--- config.mk ---
export PLATFORM = sky130hd
export DESIGN_NAME = hpp_host_port
export DESIGN_NICKNAME = d
export VERILOG_FILES = /design/src/rtl/hpp_pkg.sv /design/src/rtl/hpp_addr_latch.sv /design/src/rtl/hpp_host_port.sv
export VERILOG_INCLUDE_DIRS = /design/src /design/src/rtl
export SDC_FILE = /design/constraint.sdc
export NUM_CORES = 1
export LEC_CHECK = 0
export BUFFER_PORTS_ARGS = -buffer_cell sky130_fd_sc_hd__buf_2
export CORE_MARGIN = 3
export CORE_UTILIZATION = 50
export DETAILED_ROUTE_END_ITERATION = 10
export MAX_ROUTING_LAYER = met4
export PLACE_DENSITY = 0.83
export SYNTH_ARGS = -nofsm -noshare
export SYNTH_HDL_FRONTEND = slang
export SYNTH_HIERARCHICAL = 1
export SYNTH_SLANG_ARGS = --single-unit
--- constraint.sdc ---
create_clock -name CLK_I -period 3.4 [get_ports CLK_I]
set_input_delay 0.51 -clock CLK_I [delete_from_list [all_inputs] [get_ports CLK_I]]
set_output_delay 0.51 -clock CLK_I [all_outputs]
set_load 0.05 [all_outputs]
--- src/rtl/hpp_cfg.svh ---
`ifndef HPP_CFG_SVH
`define HPP_CFG_SVH

// Bus widths
`define HPP_ADDR_W 10
`define HPP_DATA_W 8

// Reset values
`define HPP_ADDR_RST 10'h000
`define HPP_DATA_RST 8'h00
`define HPP_LAT_RST 4'h0

// Cycles from the memory read pulse to valid read data
`define HPP_READ_LAT 4'h1

// Strap level that selects the multiplexed bus
`define HPP_MUX_LEVEL 1'b1

`endif

--- src/rtl/hpp_pkg.sv ---
package hpp_pkg;

    typedef enum logic [1:0] {
        HPP_IDLE,
        HPP_WAIT,
        HPP_ACK
    } hpp_state_e;

    typedef logic [9:0] hpp_addr_t;
    typedef logic [7:0] hpp_data_t;

endpackage

--- src/rtl/hpp_addr_latch.sv ---
`timescale 1ns/1ns
`default_nettype none
`include "hpp_cfg.svh"

module hpp_addr_latch #(
    parameter int ADDR_W = `HPP_ADDR_W,
    parameter int DATA_W = `HPP_DATA_W
) (
    input wire logic clk_i,
    input wire logic resetn_i,
    input wire logic enable_i,
    input wire logic strobe_i,
    input wire logic [DATA_W-1:0] lines_i,
    output logic [ADDR_W-1:0] addr_o,
    output logic strobe_fall_o
);

    ////////////////////////////////////////////////////////////////////
    logic strobe_reg;
    logic [ADDR_W-1:0] addr_reg;
    logic [ADDR_W-1:0] addr_next;
    wire strobe_fall;

    // Strobe is ignored outside the multiplexed mode
    assign strobe_fall = enable_i & strobe_reg & ~strobe_i;
    assign addr_next = strobe_fall ?
        {{(ADDR_W-DATA_W){1'b0}}, lines_i} : addr_reg;

    always_ff @(posedge clk_i or negedge resetn_i) begin
        if (!resetn_i) begin
            strobe_reg <= 1'b0;
            addr_reg <= `HPP_ADDR_RST;
        end else begin
            strobe_reg <= strobe_i;
            addr_reg <= addr_next;
        end
    end

    assign addr_o = addr_reg;
    assign strobe_fall_o = strobe_fall;

endmodule

`default_nettype wire

--- src/rtl/hpp_host_port.sv ---
// Behaviour
// - High strap selects the multiplexed bus, low the separate address bus.
// - The latch strobe is used only in multiplexed mode.
// - Multiplexed mode takes the address from the shared lines first.
// - The shared lines carry data between the host and internal memories.
// - Transfer acknowledge is pulled low on completion, released otherwise.
// - Interrupt request is pulled low only for a flagged and enabled source.
// - Data strobes are ignored while the active-low chip select is high; the address latch strobe is not.
// - In separate mode the ten dedicated address inputs pick the location.
// - With a direction input, reads drive the lines and writes accept them.
// - With separate strobes, read strobe drives and write strobe accepts.
`timescale 1ns/1ns
`default_nettype none
`include "hpp_cfg.svh"

module hpp_host_port #(
    parameter int ADDR_W = `HPP_ADDR_W,
    parameter int DATA_W = `HPP_DATA_W,
    parameter logic [3:0] READ_LAT = `HPP_READ_LAT
) (
    input wire logic CLK_I,
    input wire logic RESETN_I,
    input wire logic BUS_STYLE_STRAP_I,
    input wire logic STROBE_STYLE_I,
    input wire logic CHIP_SELECT_N_I,
    input wire logic ADDRESS_LATCH_STROBE_I,
    input wire logic DATA_READ_STROBE_I,
    input wire logic RW_WRITE_I,
    input wire logic [ADDR_W-1:0] DEDICATED_ADDRESS_LINES_I,
    input wire logic [DATA_W-1:0] SHARED_ADDR_DATA_LINES_I,
    output logic [DATA_W-1:0] SHARED_ADDR_DATA_LINES_O,
    output logic SHARED_ADDR_DATA_LINES_OE_N_O,
    output logic TRANSFER_ACK_N_O,
    output logic TRANSFER_ACK_OE_N_O,
    output logic IRQ_N_O,
    output logic IRQ_OE_N_O,
    input wire logic [DATA_W-1:0] INT_STATUS_I,
    input wire logic [DATA_W-1:0] INT_ENABLE_I,
    output logic [ADDR_W-1:0] MEM_ADDR_O,
    output logic [DATA_W-1:0] MEM_WDATA_O,
    output logic MEM_WRITE_O,
    output logic MEM_READ_O,
    input wire logic [DATA_W-1:0] MEM_RDATA_I
);

    ////////////////////////////////////////////////////////////////////
    // Mode and strobe decode

    hpp_pkg::hpp_state_e state_reg;
    hpp_pkg::hpp_state_e state_next;
    logic mux_mode_reg;
    logic [ADDR_W-1:0] addr_reg;
    logic [DATA_W-1:0] wdata_reg;
    logic [DATA_W-1:0] rdata_reg;
    logic is_read_reg;
    logic write_pulse_reg;
    logic read_pulse_reg;
    logic [3:0] lat_reg;
    logic [3:0] lat_next;
    logic [ADDR_W-1:0] latched_addr;

    wire mux_mode_now;
    wire sep_strobes;
    wire sep_read;
    wire sep_write;
    wire ds_active;
    wire strobe_active;
    wire access_read;
    wire access_on;
    wire start_access;
    wire lat_done;
    wire [ADDR_W-1:0] access_addr;

    // Mode only changes between accesses
    assign mux_mode_now = (BUS_STYLE_STRAP_I == `HPP_MUX_LEVEL);

    // Separate read and write strobes exist only on the multiplexed bus
    assign sep_strobes = mux_mode_reg & STROBE_STYLE_I;
    assign sep_read = ~DATA_READ_STROBE_I;
    assign sep_write = ~RW_WRITE_I;

    // Data strobe is active high when multiplexed, active low otherwise
    assign ds_active = mux_mode_reg ? DATA_READ_STROBE_I
                                    : ~DATA_READ_STROBE_I;

    assign strobe_active = sep_strobes ? (sep_read | sep_write)
                                       : ds_active;
    assign access_read = sep_strobes ? sep_read : RW_WRITE_I;

    // No access starts without chip select; the address latch still runs
    assign access_on = ~CHIP_SELECT_N_I & strobe_active;
    assign start_access = (state_reg == hpp_pkg::HPP_IDLE) & access_on;

    // Address source depends on the bus mode
    assign access_addr = mux_mode_reg ? latched_addr
                                      : DEDICATED_ADDRESS_LINES_I;

    assign lat_done = (lat_reg == `HPP_LAT_RST);

    ////////////////////////////////////////////////////////////////////
    // Address latch

    hpp_addr_latch #(
        .ADDR_W(ADDR_W),
        .DATA_W(DATA_W)
    ) u_addr_latch (
        .clk_i(CLK_I),
        .resetn_i(RESETN_I),
        .enable_i(mux_mode_reg),
        .strobe_i(ADDRESS_LATCH_STROBE_I),
        .lines_i(SHARED_ADDR_DATA_LINES_I),
        .addr_o(latched_addr),
        .strobe_fall_o()
    );

    ////////////////////////////////////////////////////////////////////
    // Access sequencer

    always_comb begin
        state_next = state_reg;
        lat_next = lat_reg;
        case (state_reg)
            hpp_pkg::HPP_IDLE: begin
                if (access_on) begin
                    state_next = hpp_pkg::HPP_WAIT;
                    lat_next = access_read ? READ_LAT : `HPP_LAT_RST;
                end
            end
            hpp_pkg::HPP_WAIT: begin
                if (!access_on) begin
                    state_next = hpp_pkg::HPP_IDLE;
                end else if (lat_done) begin
                    state_next = hpp_pkg::HPP_ACK;
                end else begin
                    lat_next = lat_reg - 4'h1;
                end
            end
            hpp_pkg::HPP_ACK: begin
                // Hold completion until the host ends the cycle
                if (!access_on) begin
                    state_next = hpp_pkg::HPP_IDLE;
                end
            end
            default: begin
                state_next = hpp_pkg::HPP_IDLE;
            end
        endcase
    end

    always_ff @(posedge CLK_I or negedge RESETN_I) begin
        if (!RESETN_I) begin
            state_reg <= hpp_pkg::HPP_IDLE;
            lat_reg <= `HPP_LAT_RST;
        end else begin
            state_reg <= state_next;
            lat_reg <= lat_next;
        end
    end

    // Strap is sampled only while idle
    always_ff @(posedge CLK_I or negedge RESETN_I) begin
        if (!RESETN_I) begin
            mux_mode_reg <= 1'b0;
        end else if (state_reg == hpp_pkg::HPP_IDLE && !access_on) begin
            mux_mode_reg <= mux_mode_now;
        end
    end

    ////////////////////////////////////////////////////////////////////
    // Memory side

    always_ff @(posedge CLK_I or negedge RESETN_I) begin
        if (!RESETN_I) begin
            addr_reg <= `HPP_ADDR_RST;
            wdata_reg <= `HPP_DATA_RST;
            is_read_reg <= 1'b0;
            write_pulse_reg <= 1'b0;
            read_pulse_reg <= 1'b0;
        end else begin
            write_pulse_reg <= start_access & ~access_read;
            read_pulse_reg <= start_access & access_read;
            if (start_access) begin
                addr_reg <= access_addr;
                wdata_reg <= SHARED_ADDR_DATA_LINES_I;
                is_read_reg <= access_read;
            end
        end
    end

    always_ff @(posedge CLK_I or negedge RESETN_I) begin
        if (!RESETN_I) begin
            rdata_reg <= `HPP_DATA_RST;
        end else if (state_reg == hpp_pkg::HPP_WAIT && lat_done) begin
            rdata_reg <= MEM_RDATA_I;
        end
    end

    assign MEM_ADDR_O = addr_reg;
    assign MEM_WDATA_O = wdata_reg;
    assign MEM_WRITE_O = write_pulse_reg;
    assign MEM_READ_O = read_pulse_reg;

    ////////////////////////////////////////////////////////////////////
    // Pins toward the host

    // Lines are driven only for a read that has completed
    assign SHARED_ADDR_DATA_LINES_O = rdata_reg;
    assign SHARED_ADDR_DATA_LINES_OE_N_O =
        ~(access_on & is_read_reg &
          (state_reg == hpp_pkg::HPP_ACK));

    assign TRANSFER_ACK_N_O = 1'b0;
    assign TRANSFER_ACK_OE_N_O =
        ~(state_reg == hpp_pkg::HPP_ACK);

    assign IRQ_N_O = 1'b0;
    assign IRQ_OE_N_O = ~(|(INT_STATUS_I & INT_ENABLE_I));

endmodule

`default_nettype wire

* Yosys cells after proc, flatten, opt, wreduce, memory -nomap -nowiden
Cells that the tools add are included. Widths: inputs -> output; s select.
Cells by class: equal/unequal tests 7, reductions and logical operators 9, bitwise logic cells 19, multiplexer cells 14, add/sub/neg operators 1
Operators with widths (count):
- $mux 4 | 3
- $mux 10 | 1
- $and 1x1->1 | 9
- $and 8x8->8 | 1
- $mux 2 | 4
- $ne 2x2->1 const B | 4
- $not 1->1 | 8
- $pmux 4 s2 | 1
- $reduce_or 8->1 | 1
- $pmux 2 s3 | 1
- $logic_not 4->1 | 1
- $mux 1 | 4
- $reduce_and 4->1 | 1
- $sub 4x1->4 const B | 1
- $ne 3x3->1 const B | 1
- $reduce_and 3->1 | 1
- $eq 2x1->1 const B | 1
- $eq 2x2->1 const B | 1
- $logic_and 1x1->1 | 2
- $logic_not 2->1 | 1
- $reduce_bool 2->1 | 1
- $logic_not 1->1 | 1
- $or 1x1->1 | 1
Word-level totals: bits of input ports 50, register bits 45, word-level logic and storage cells 61, output and inout bits 33

* Logic depth before layout (Yosys ltp)
Gate-level depths: netlist (run 1).
word-level depth 7, mapped depth 7, gate-level depth less buffers 6

* By module
The synthesis (run 1) kept the hierarchy.
Modules (own cells, without submodules):
- hpp_host_port | area each 1659.1 sq um, seq. area each 900.9 sq um, instances 1, cells an instance 139
- hpp_addr_latch | area each 357.8 sq um, seq. area each 225.2 sq um, instances 1, cells an instance 22

* Worst setup path after synthesis (run 1)
No wires, ideal clock.
path type input to output, start point in RW_WRITE_I, end point out SHARED_ADDR_DATA_LINES_OE_N_O, arrival time 1.801 ns, buffers on the path 0, path slack 1.089 ns, cell stages on the path 3, required time 2.890 ns, cells stage by stage a21bo_2 -> a211oi_1 -> nand4b_1
Between the ends: cells in the longest elaborated chain, start to end 7
Ends and longest elaborated chain:
- start, declared | line hpp_host_port.sv:28 | input wire logic RW_WRITE_I,
- $not 1->1 | line hpp_host_port.sv:80 | assign sep_write = ~RW_WRITE_I;
- $or 1x1->1 | line hpp_host_port.sv:86 | assign strobe_active = sep_strobes ? (sep_read | sep_write)
- $mux 1 | line hpp_host_port.sv:86
- $and 1x1->1 | line hpp_host_port.sv:91 | assign access_on = ~CHIP_SELECT_N_I & strobe_active;
- $and 1x1->1 (2 in series) | line hpp_host_port.sv:209 | ~(access_on & is_read_reg &
- $not 1->1 | line hpp_host_port.sv:209
- end, declared | line hpp_host_port.sv:32 | output logic SHARED_ADDR_DATA_LINES_OE_N_O,
No other way between the ends.

* Final worst setup path (run 1)
start point reg mux_mode_reg, end point out SHARED_ADDR_DATA_LINES_OE_N_O
Between the ends: cells in the longest elaborated chain, start to end 6, elaborated cells between the ends (all ways) 7, those cells by class mux: 2; bitwise: 5
Ends and longest elaborated chain:
- start, declared | line hpp_host_port.sv:51 | logic mux_mode_reg;
- start signal, assigned | line hpp_host_port.sv:165 | mux_mode_reg <= mux_mode_now;
- $mux 1 or $and 1x1->1 (tied branches) | line hpp_host_port.sv:83, hpp_host_port.sv:78
- $mux 1 (*) | line hpp_host_port.sv:86
- $and 1x1->1 (*) | line hpp_host_port.sv:91
- $and 1x1->1 (*) (2 in series) | line hpp_host_port.sv:209
- $not 1->1 (*) | line hpp_host_port.sv:209
Every way passes the cells marked *; elsewhere a longest branch is shown, timed or not.

==> results of run 1 <==
==> cell usage in the layout, fill, tap and decap left out, types with 2 or more instances in the layout <==
cell      instances
buf_2            80
dfrtp_1          45
mux2_1           16
nor2_1           14
mux2i_1          12
a21oi_1          11
mux2_2            8
inv_1             5
clkbuf_8          5
a22oi_1           4
conb_1            4
nand2_1           3
o21ai_1           3
nand2b_1          2
nor3b_1           2
nor3_1            2
mux2_4            2
ha_1              2
clkinv_2          2
buf_4             2
==> per-layer routing <==
layer	wire, um	global-route usage	up-vias
li1	-	-	722
met1	1679	0.2166	680
met2	1986	0.2913	58
met3	349	0.06667	10
met4	102	0.09328	0
met5	0	-	-
==> power groups by stage <==
stage,Combinational [mW],Sequential [mW],Clock (mW)
2_1_floorplan,0.460,1.47,0
3_3_place_gp,1.31,0.912,0
3_5_place_dp,1.34,0.926,0
4_1_cts,1.34,0.917,0.327
5_1_grt,1.41,0.951,0.349
6_report,1.32,0.915,0.316
==> cell type report <==
| type | instances | area, um^2 | area share |
|---|---|---|---|
| Inverter | 6 | 22.52 | 0.008871 |
| Timing Repair Buffer | 82 | 415.4 | 0.1636 |
| Multi-Input combinational cell | 102 | 832.0 | 0.3277 |
| Tap cell | 48 | 60.06 | 0.02366 |
| Clock inverter | 2 | 10.01 | 0.003943 |
| Clock buffer | 6 | 72.57 | 0.02859 |
| Sequential cell | 45 | 1126 | 0.4436 |
==> worst paths after layout <==
path | endpoint | slack [ns] | depth (start not counted)
setup reg to reg | SHARED_ADDR_DATA_LINES_O[2] | 1.29 | 5
max in group asynchronous | lat_reg[3] | 2.46 | 1
hold reg to reg | SHARED_ADDR_DATA_LINES_O[1] | 0.49 | 1
min in group asynchronous | MEM_WDATA_O[6] | 0.36 | 1
hold / removal | u_addr_latch/strobe_reg | 0.33 | 1
setup / recovery | SHARED_ADDR_DATA_LINES_OE_N_O | 0.96 | 4
==> worst max-delay path, stage by stage (launching register included) <==
cell,delay [ns]
dfrtp_1,0.38
a21bo_2,0.27
a211oi_1,0.56
nand4b_1,0.17
buf_2,0.25
==> metrics by stage <==
stage | std cells | power (mW) | util | hold slack [ns] | setup WS (ns)
floorplan | 162 | 1.932 | - | 0.2144 | 1.089
global placement | 283 | 2.221 | 0.6513 | 0.4631 | 1.070
detailed placement | 283 | 2.264 | 0.6513 | 0.4691 | 1.026
CTS | 291 | 2.584 | 0.6732 | 0.3157 | 0.9385
global route | 291 | 2.713 | 0.6732 | 0.3046 | 0.8084
finish | 291 | 2.557 | 0.6732 | 0.3274 | 0.9629
==> results.rst, run 1 <==
.. list-table::
   :header-rows: 1

   * - Metric
     - Value
   * - Final routed wire length divided by cell count
     - 14.15 um
   * - Congestion Overflow GR
     - 0
   * - Number of setup buffers added after CTS
     - 0
   * - Maximum level of the CTS H-tree
     - 2
   * - Hold_sp
     - ADDRESS_LATCH_STROBE_I
   * - Clock Skews
     - 0.003334 ns
   * - Number of global-route vias before repair
     - 1,543
   * - Launching element of the worst setup path
     - mux_mode_reg
   * - Share of layout cells above drive strength 1
     - 0.4321
   * - Slew at the pin closest to its max-slew limit
     - 0.9589 ns
   * - Hold-fix buffers at CTS
     - 0
   * - Critical path start-end classification
     - reg2out
   * - Yosys warning total
     - 6
   * - Crit path launch type
     - flip-flop
   * - Cell area after layout
     - 0.002539 mm^2
   * - Max-slew violations
     - 0
   * - Total of buffers placed on input and output ports
     - 80
   * - Kind of capture point of the worst setup path
     - output pin
   * - Insertion delay to the later sink of the worst-skew pair
     - 0.30 ns
   * - Initial antenna violation count
     - 0
   * - Worst Path Arrival
     - 1.93 ns
   * - Req. time, crit path
     - 2.89 ns
   * - Chip height
     - 69.46 um
   * - Switching fraction of total power
     - 0.4787
   * - Antenna-violating nets left
     - 0
   * - VDD IR max
     - 0.0007658 V
   * - Standard cell core area
     - 0.003771 mm^2
   * - Net count reported at finish
     - 294
   * - CTS sink cnt
     - 45
   * - Number of hold violations in the final report
     - 0
   * - Setup TNS
     - 0 ns
   * - Pwr Density
     - 1007 mW/mm^2
   * - Via Count
     - 1,470
   * - Clock tree from TritonCTS
     - yes
   * - Clock period minus final worst setup slack
     - 2.437 ns
   * - Total of max-cap violations
     - 0
   * - Count of fill cells added during filler insertion
     - 302
   * - Total Wirelength
     - 4.118 mm
   * - Internal portion of total power
     - 1.333 mW
   * - Total Die Area
     - 0.004824 mm^2
   * - Ant diodes
     - 0
   * - Placed standard-cell area
     - 0.002456 mm^2
   * - Combinational Power Share
     - 0.518
   * - Leakage power
     - 1.271 nW
   * - Unrepaired setup endpoints after global routing
     - no
   * - Portion of the clock cycle consumed by the worst path in the final layout
     - 0.7168
   * - Site row count
     - 22
   * - Reg power frac
     - 0.358
   * - Status
     - complete, no violations
   * - Largest buffer count on any clock path
     - 2
   * - P_sw
     - 1.224 mW
   * - Mean post-synth cell area
     - 12.58 um^2
   * - Clock root cell
     - clkbuf_8
   * - Clock Pin Slew Worst Setup and Hold Paths
     - 0.08 ns
   * - Synthesized area
     - 0.002013 mm^2
   * - Clock network fraction of total power
     - 0.124
   * - Syn Inst Count
     - 160
   * - Crit-path max FO
     - 6
   * - Hold/Removal Path Class
     - in2reg
   * - Floorplan die width
     - 69.46 um
   * - Wire length of the first global-routing pass
     - 6.913 mm
   * - Number of buffers added by the clock tree synthesis step
     - 5
   * - Reg2reg start
     - lat_reg[0]
   * - Final setup violation count
     - 0
   * - Flip-flop count of the largest register, all copies and words added
     - 10
   * - Signed area change from the synthesized netlist to the final layout
     - 26.10%
   * - Placer's final routability congestion estimate
     - 0.8439
   * - Largest net degree at the start of global routing
     - 46
   * - Drt first-iter violations
     - 112
   * - Starting Density
     - 0.5338
   * - Vias/cell
     - 5.052
   * - Global-route total usage across every layer
     - 0.1882
   * - Half-perimeter wire length after detailed placement
     - 3.094 mm
   * - Worst max-slew margin expressed relative to the limit
     - 0.3608
   * - Drc violations
     - 0
   * - Highest attainable clock frequency
     - 410.3 MHz
   * - Resized Gates After CTS
     - 0
   * - Drt pass-1 iters
     - 4
   * - I/O pins
     - 83
(Power assumes the default switching activity.)
==> run 2: changes to the inputs <==
CORE_UTILIZATION = 43   (was 50)
PLACE_DENSITY = 0.76   (was 0.83)
clock period = 2.07 ns   (was 3.4 ns; I/O delays follow)
==> results.rst, run 2 (synthesis results as in run 1) <==
.. list-table::
   :header-rows: 1

   * - Metric
     - Value
   * - Vias/cell
     - 4.980 (-1.4%)
   * - Congestion Overflow GR
     - 0 (unchanged)
   * - Most frequent cells in the layout
     - 80 x buf_2, 45 x dfrtp_1, 16 x mux2_1, 14 x nor2_1, 12 x mux2i_1
   * - Kind of capture point of the worst setup path
     - output pin
   * - Global-route total usage across every layer
     - 0.1656 (-0.02256)
   * - Unrepaired setup endpoints after global routing
     - no
   * - Clock root cell
     - clkbuf_8
   * - Floorplan die width
     - 74.43 um (+7.2%)
   * - Maximum level of the CTS H-tree
     - 2 (unchanged)
   * - Highest attainable clock frequency
     - 531.1 MHz
   * - Drt first-iter violations
     - 151 (+35%)
   * - Signed area change from the synthesized netlist to the final layout
     - 28.65%
   * - Hold-fix buffers at CTS
     - 0 (unchanged)
   * - Clock Pin Slew Worst Setup and Hold Paths
     - 0.08 ns (about the same)
   * - Worst max-slew margin expressed relative to the limit
     - 0.6295 (+0.2688)
   * - Max-slew violations
     - 0 (unchanged)
   * - Via Count
     - 1,484 (+0.95%)
   * - Status
     - complete, no violations
   * - Req. time, crit path
     - 1.76 ns (-1.13 ns)
   * - Crit-path max FO
     - 4 (-2)
   * - CP delay by family, top
     - compound AO/OA/AOI/OAI gates
   * - Chip height
     - 74.43 um (+7.2%)
   * - Initial antenna violation count
     - 0 (unchanged)
   * - Final routed wire length divided by cell count
     - 13.78 um (-2.7%)
   * - Worst r2r dst
     - MEM_WDATA_O[7]
   * - Worst setup path endpoint
     - SHARED_ADDR_DATA_LINES_OE_N_O
   * - Slowest CP cell
     - dfrtp_1
   * - Critical-path cell list
     - a21bo_2 -> a211oi_2 -> nand4b_1 -> buf_2
   * - Commonest non-fill, non-tap cell in the layout
     - buf_2
   * - Total Die Area
     - 0.005539 mm^2 (+15%)
   * - Reg2reg start
     - state_reg[1]
   * - Portion of the clock cycle consumed by the worst path in the final layout
     - 0.9096
   * - Clock Skews
     - 0.007871 ns (+0.004537 ns)
   * - Setup slack of the most critical reg-to-reg path
     - 0.22 ns (-1.07 ns)
   * - Critical path start-end classification
     - reg2out
   * - Leakage power
     - 1.286 nW (+1.2%)
   * - Final hold slack
     - 0.07861 ns (-0.2488 ns)
   * - Insertion delay to the later sink of the worst-skew pair
     - 0.30 ns (about the same)
   * - Starting Density
     - 0.4530 (-0.08086)
   * - VDD IR max
     - 0.001029 V (+34%)
   * - Count of fill cells added during filler insertion
     - 392 (+30%)
   * - Worst Path Arrival
     - 1.57 ns (-0.36 ns)
   * - I/O pins
     - 83 (unchanged)
   * - CTS sink cnt
     - 45 (unchanged)
   * - Critical Path Stages
     - 4 (unchanged)
   * - R2r worst-path depth
     - 4 (-1)
   * - Setup TNS
     - 0 ns (unchanged)
   * - Number of setup buffers added after CTS
     - 0 (unchanged)
   * - Pwr Density
     - 1632 mW/mm^2 (+62%)
   * - Net count reported at finish
     - 297 (+1.0%)
   * - Clock period minus final worst setup slack
     - 1.883 ns
   * - Site row count
     - 24 (+9.1%)
   * - Final Util
     - 0.5828 (-0.09042)
   * - Slew at the pin closest to its max-slew limit
     - 0.5557 ns (-0.4031 ns)
   * - Post-Place Cells
     - 290 (+2.5%)
   * - Flip-flop count of the largest register, all copies and words added
     - 10 (unchanged)
   * - Share of layout cells above drive strength 1
     - 0.4431 (+0.01099)
   * - Ant diodes
     - 0 (unchanged)
   * - Clock tree from TritonCTS
     - yes
   * - Largest buffer count on any clock path
     - 2 (unchanged)
   * - Drc violations
     - 0 (unchanged)
   * - Placer's final routability congestion estimate
     - 0.8809 (+4.4%)
   * - Total of max-cap violations
     - 0 (unchanged)
   * - Total Wirelength
     - 4.105 mm (-0.32%)
   * - Launching element of the worst setup path
     - mux_mode_reg
   * - Total of buffers placed on input and output ports
     - 80 (unchanged)
   * - Antenna-violating nets left
     - 0 (unchanged)
   * - Final setup violation count
     - 0 (unchanged)
   * - Largest net degree at the start of global routing
     - 46 (unchanged)
   * - Crit path buffers/inverters
     - 1 (unchanged)
   * - Highest cell delay on the worst timing path
     - 0.38 ns (-0.18 ns)
   * - Crit path launch type
     - flip-flop
   * - Count of non-filler cells in the finished layout
     - 298 (+2.4%)
   * - Hold/Removal Path Class
     - in2async
   * - Number of buffers added by the clock tree synthesis step
     - 5 (unchanged)
   * - Number of global-route vias before repair
     - 1,503 (-2.6%)
   * - Number of hold violations in the final report
     - 0 (unchanged)
   * - Drt pass-1 iters
     - 4 (unchanged)
   * - Standard cell core area
     - 0.004444 mm^2 (+18%)
   * - Wire length of the first global-routing pass
     - 6.672 mm (-3.5%)
   * - Half-perimeter wire length after detailed placement
     - 3.063 mm (-1.0%)
==> run 2: cell types whose count changed in the layout (fill, tap and decap cells not counted) <==
cell,change
buf_12,+1
nor3b_1,-1
clkinv_2,-2
nor3b_2,+1
buf_4,+2
a211oi_2,+1
a211oi_1,-1
clkinvlp_4,+1
clkbuf_1,+1
==> run 2: worst register-to-register path, cell delays in order, from the launching register on <==
cell and delay, ns:
dfrtp_1 0.46, or2_1 0.35, a2111oi_4 0.35, buf_12 0.22
mux2_1 0.35
==> run 2: worst min-delay path by stage <==
| stage | from | to | slack [ns] | cells after the start |
|---|---|---|---|---|
| after floorplan | RESETN_I | MEM_ADDR_O[0] | 0.01 | 0 |
| after global placement | RESETN_I | lat_reg[1] | 0.43 | 2 |
| after detailed placement | RESETN_I | lat_reg[0] | 0.43 | 2 |
| after CTS | RESETN_I | lat_reg[0] | 0.1 | 2 |
| after global routing | RESETN_I | lat_reg[0] | 0.13 | 2 |
| final | RESETN_I | lat_reg[0] | 0.08 | 2 |
==> run 2: cell type report <==
class,count,area (um^2),area share
flip-flops and latches,45,1126,0.4348
multi-input cells,102,842.1,0.3251
repair buffers,85,450.4,0.1739
clock buffers,7,76.32,0.02947
well taps,52,65.06,0.02512
inverters,6,22.52,0.008696
clock inverters,1,7.507,0.002899
==> run 2: stage by stage <==
| step | worst slack [ns] | area, um^2 | power (mW) |
|---|---|---|---|
| 6_report | 0.1872 | 2590 | 4.227 |
| 5_1_grt | 0.06410 | 2590 | 4.489 |
| 4_1_cts | 0.02384 | 2585 | 4.284 |
| 3_5_place_dp | 0.2307 | 2501 | 3.734 |
| 3_3_place_gp | 0.2531 | 2501 | 3.693 |
| 2_1_floorplan | 0.1666 | 2026 | 3.177 |
==> run 2: repair_timing <==
action,4_1_cts,5_1_grt
setup endpoints to repair,0,1
resized for setup,0,1
hold endpoints to repair,0,0
==> run 2: layer usage <==
| layer | global-route usage | routed length (um) | part of all wire | vias up |
|---|---|---|---|---|
| met2 | 0.2654 | 1909 | 0.47 | 61 |
| met4 | 0.06126 | 67 | 0.016 | 0 |
| met1 | 0.1997 | 1795 | 0.44 | 689 |
| li1 | - | - | - | 728 |
| met5 | - | 0 | 0 | - |
| met3 | 0.04595 | 333 | 0.081 | 6 |
==> run 2: report_power, final <==
group	switching (mW)	internal [mW]
Combinational	1.51	0.702
Sequential	0.207	1.28
Clock	0.287	0.239
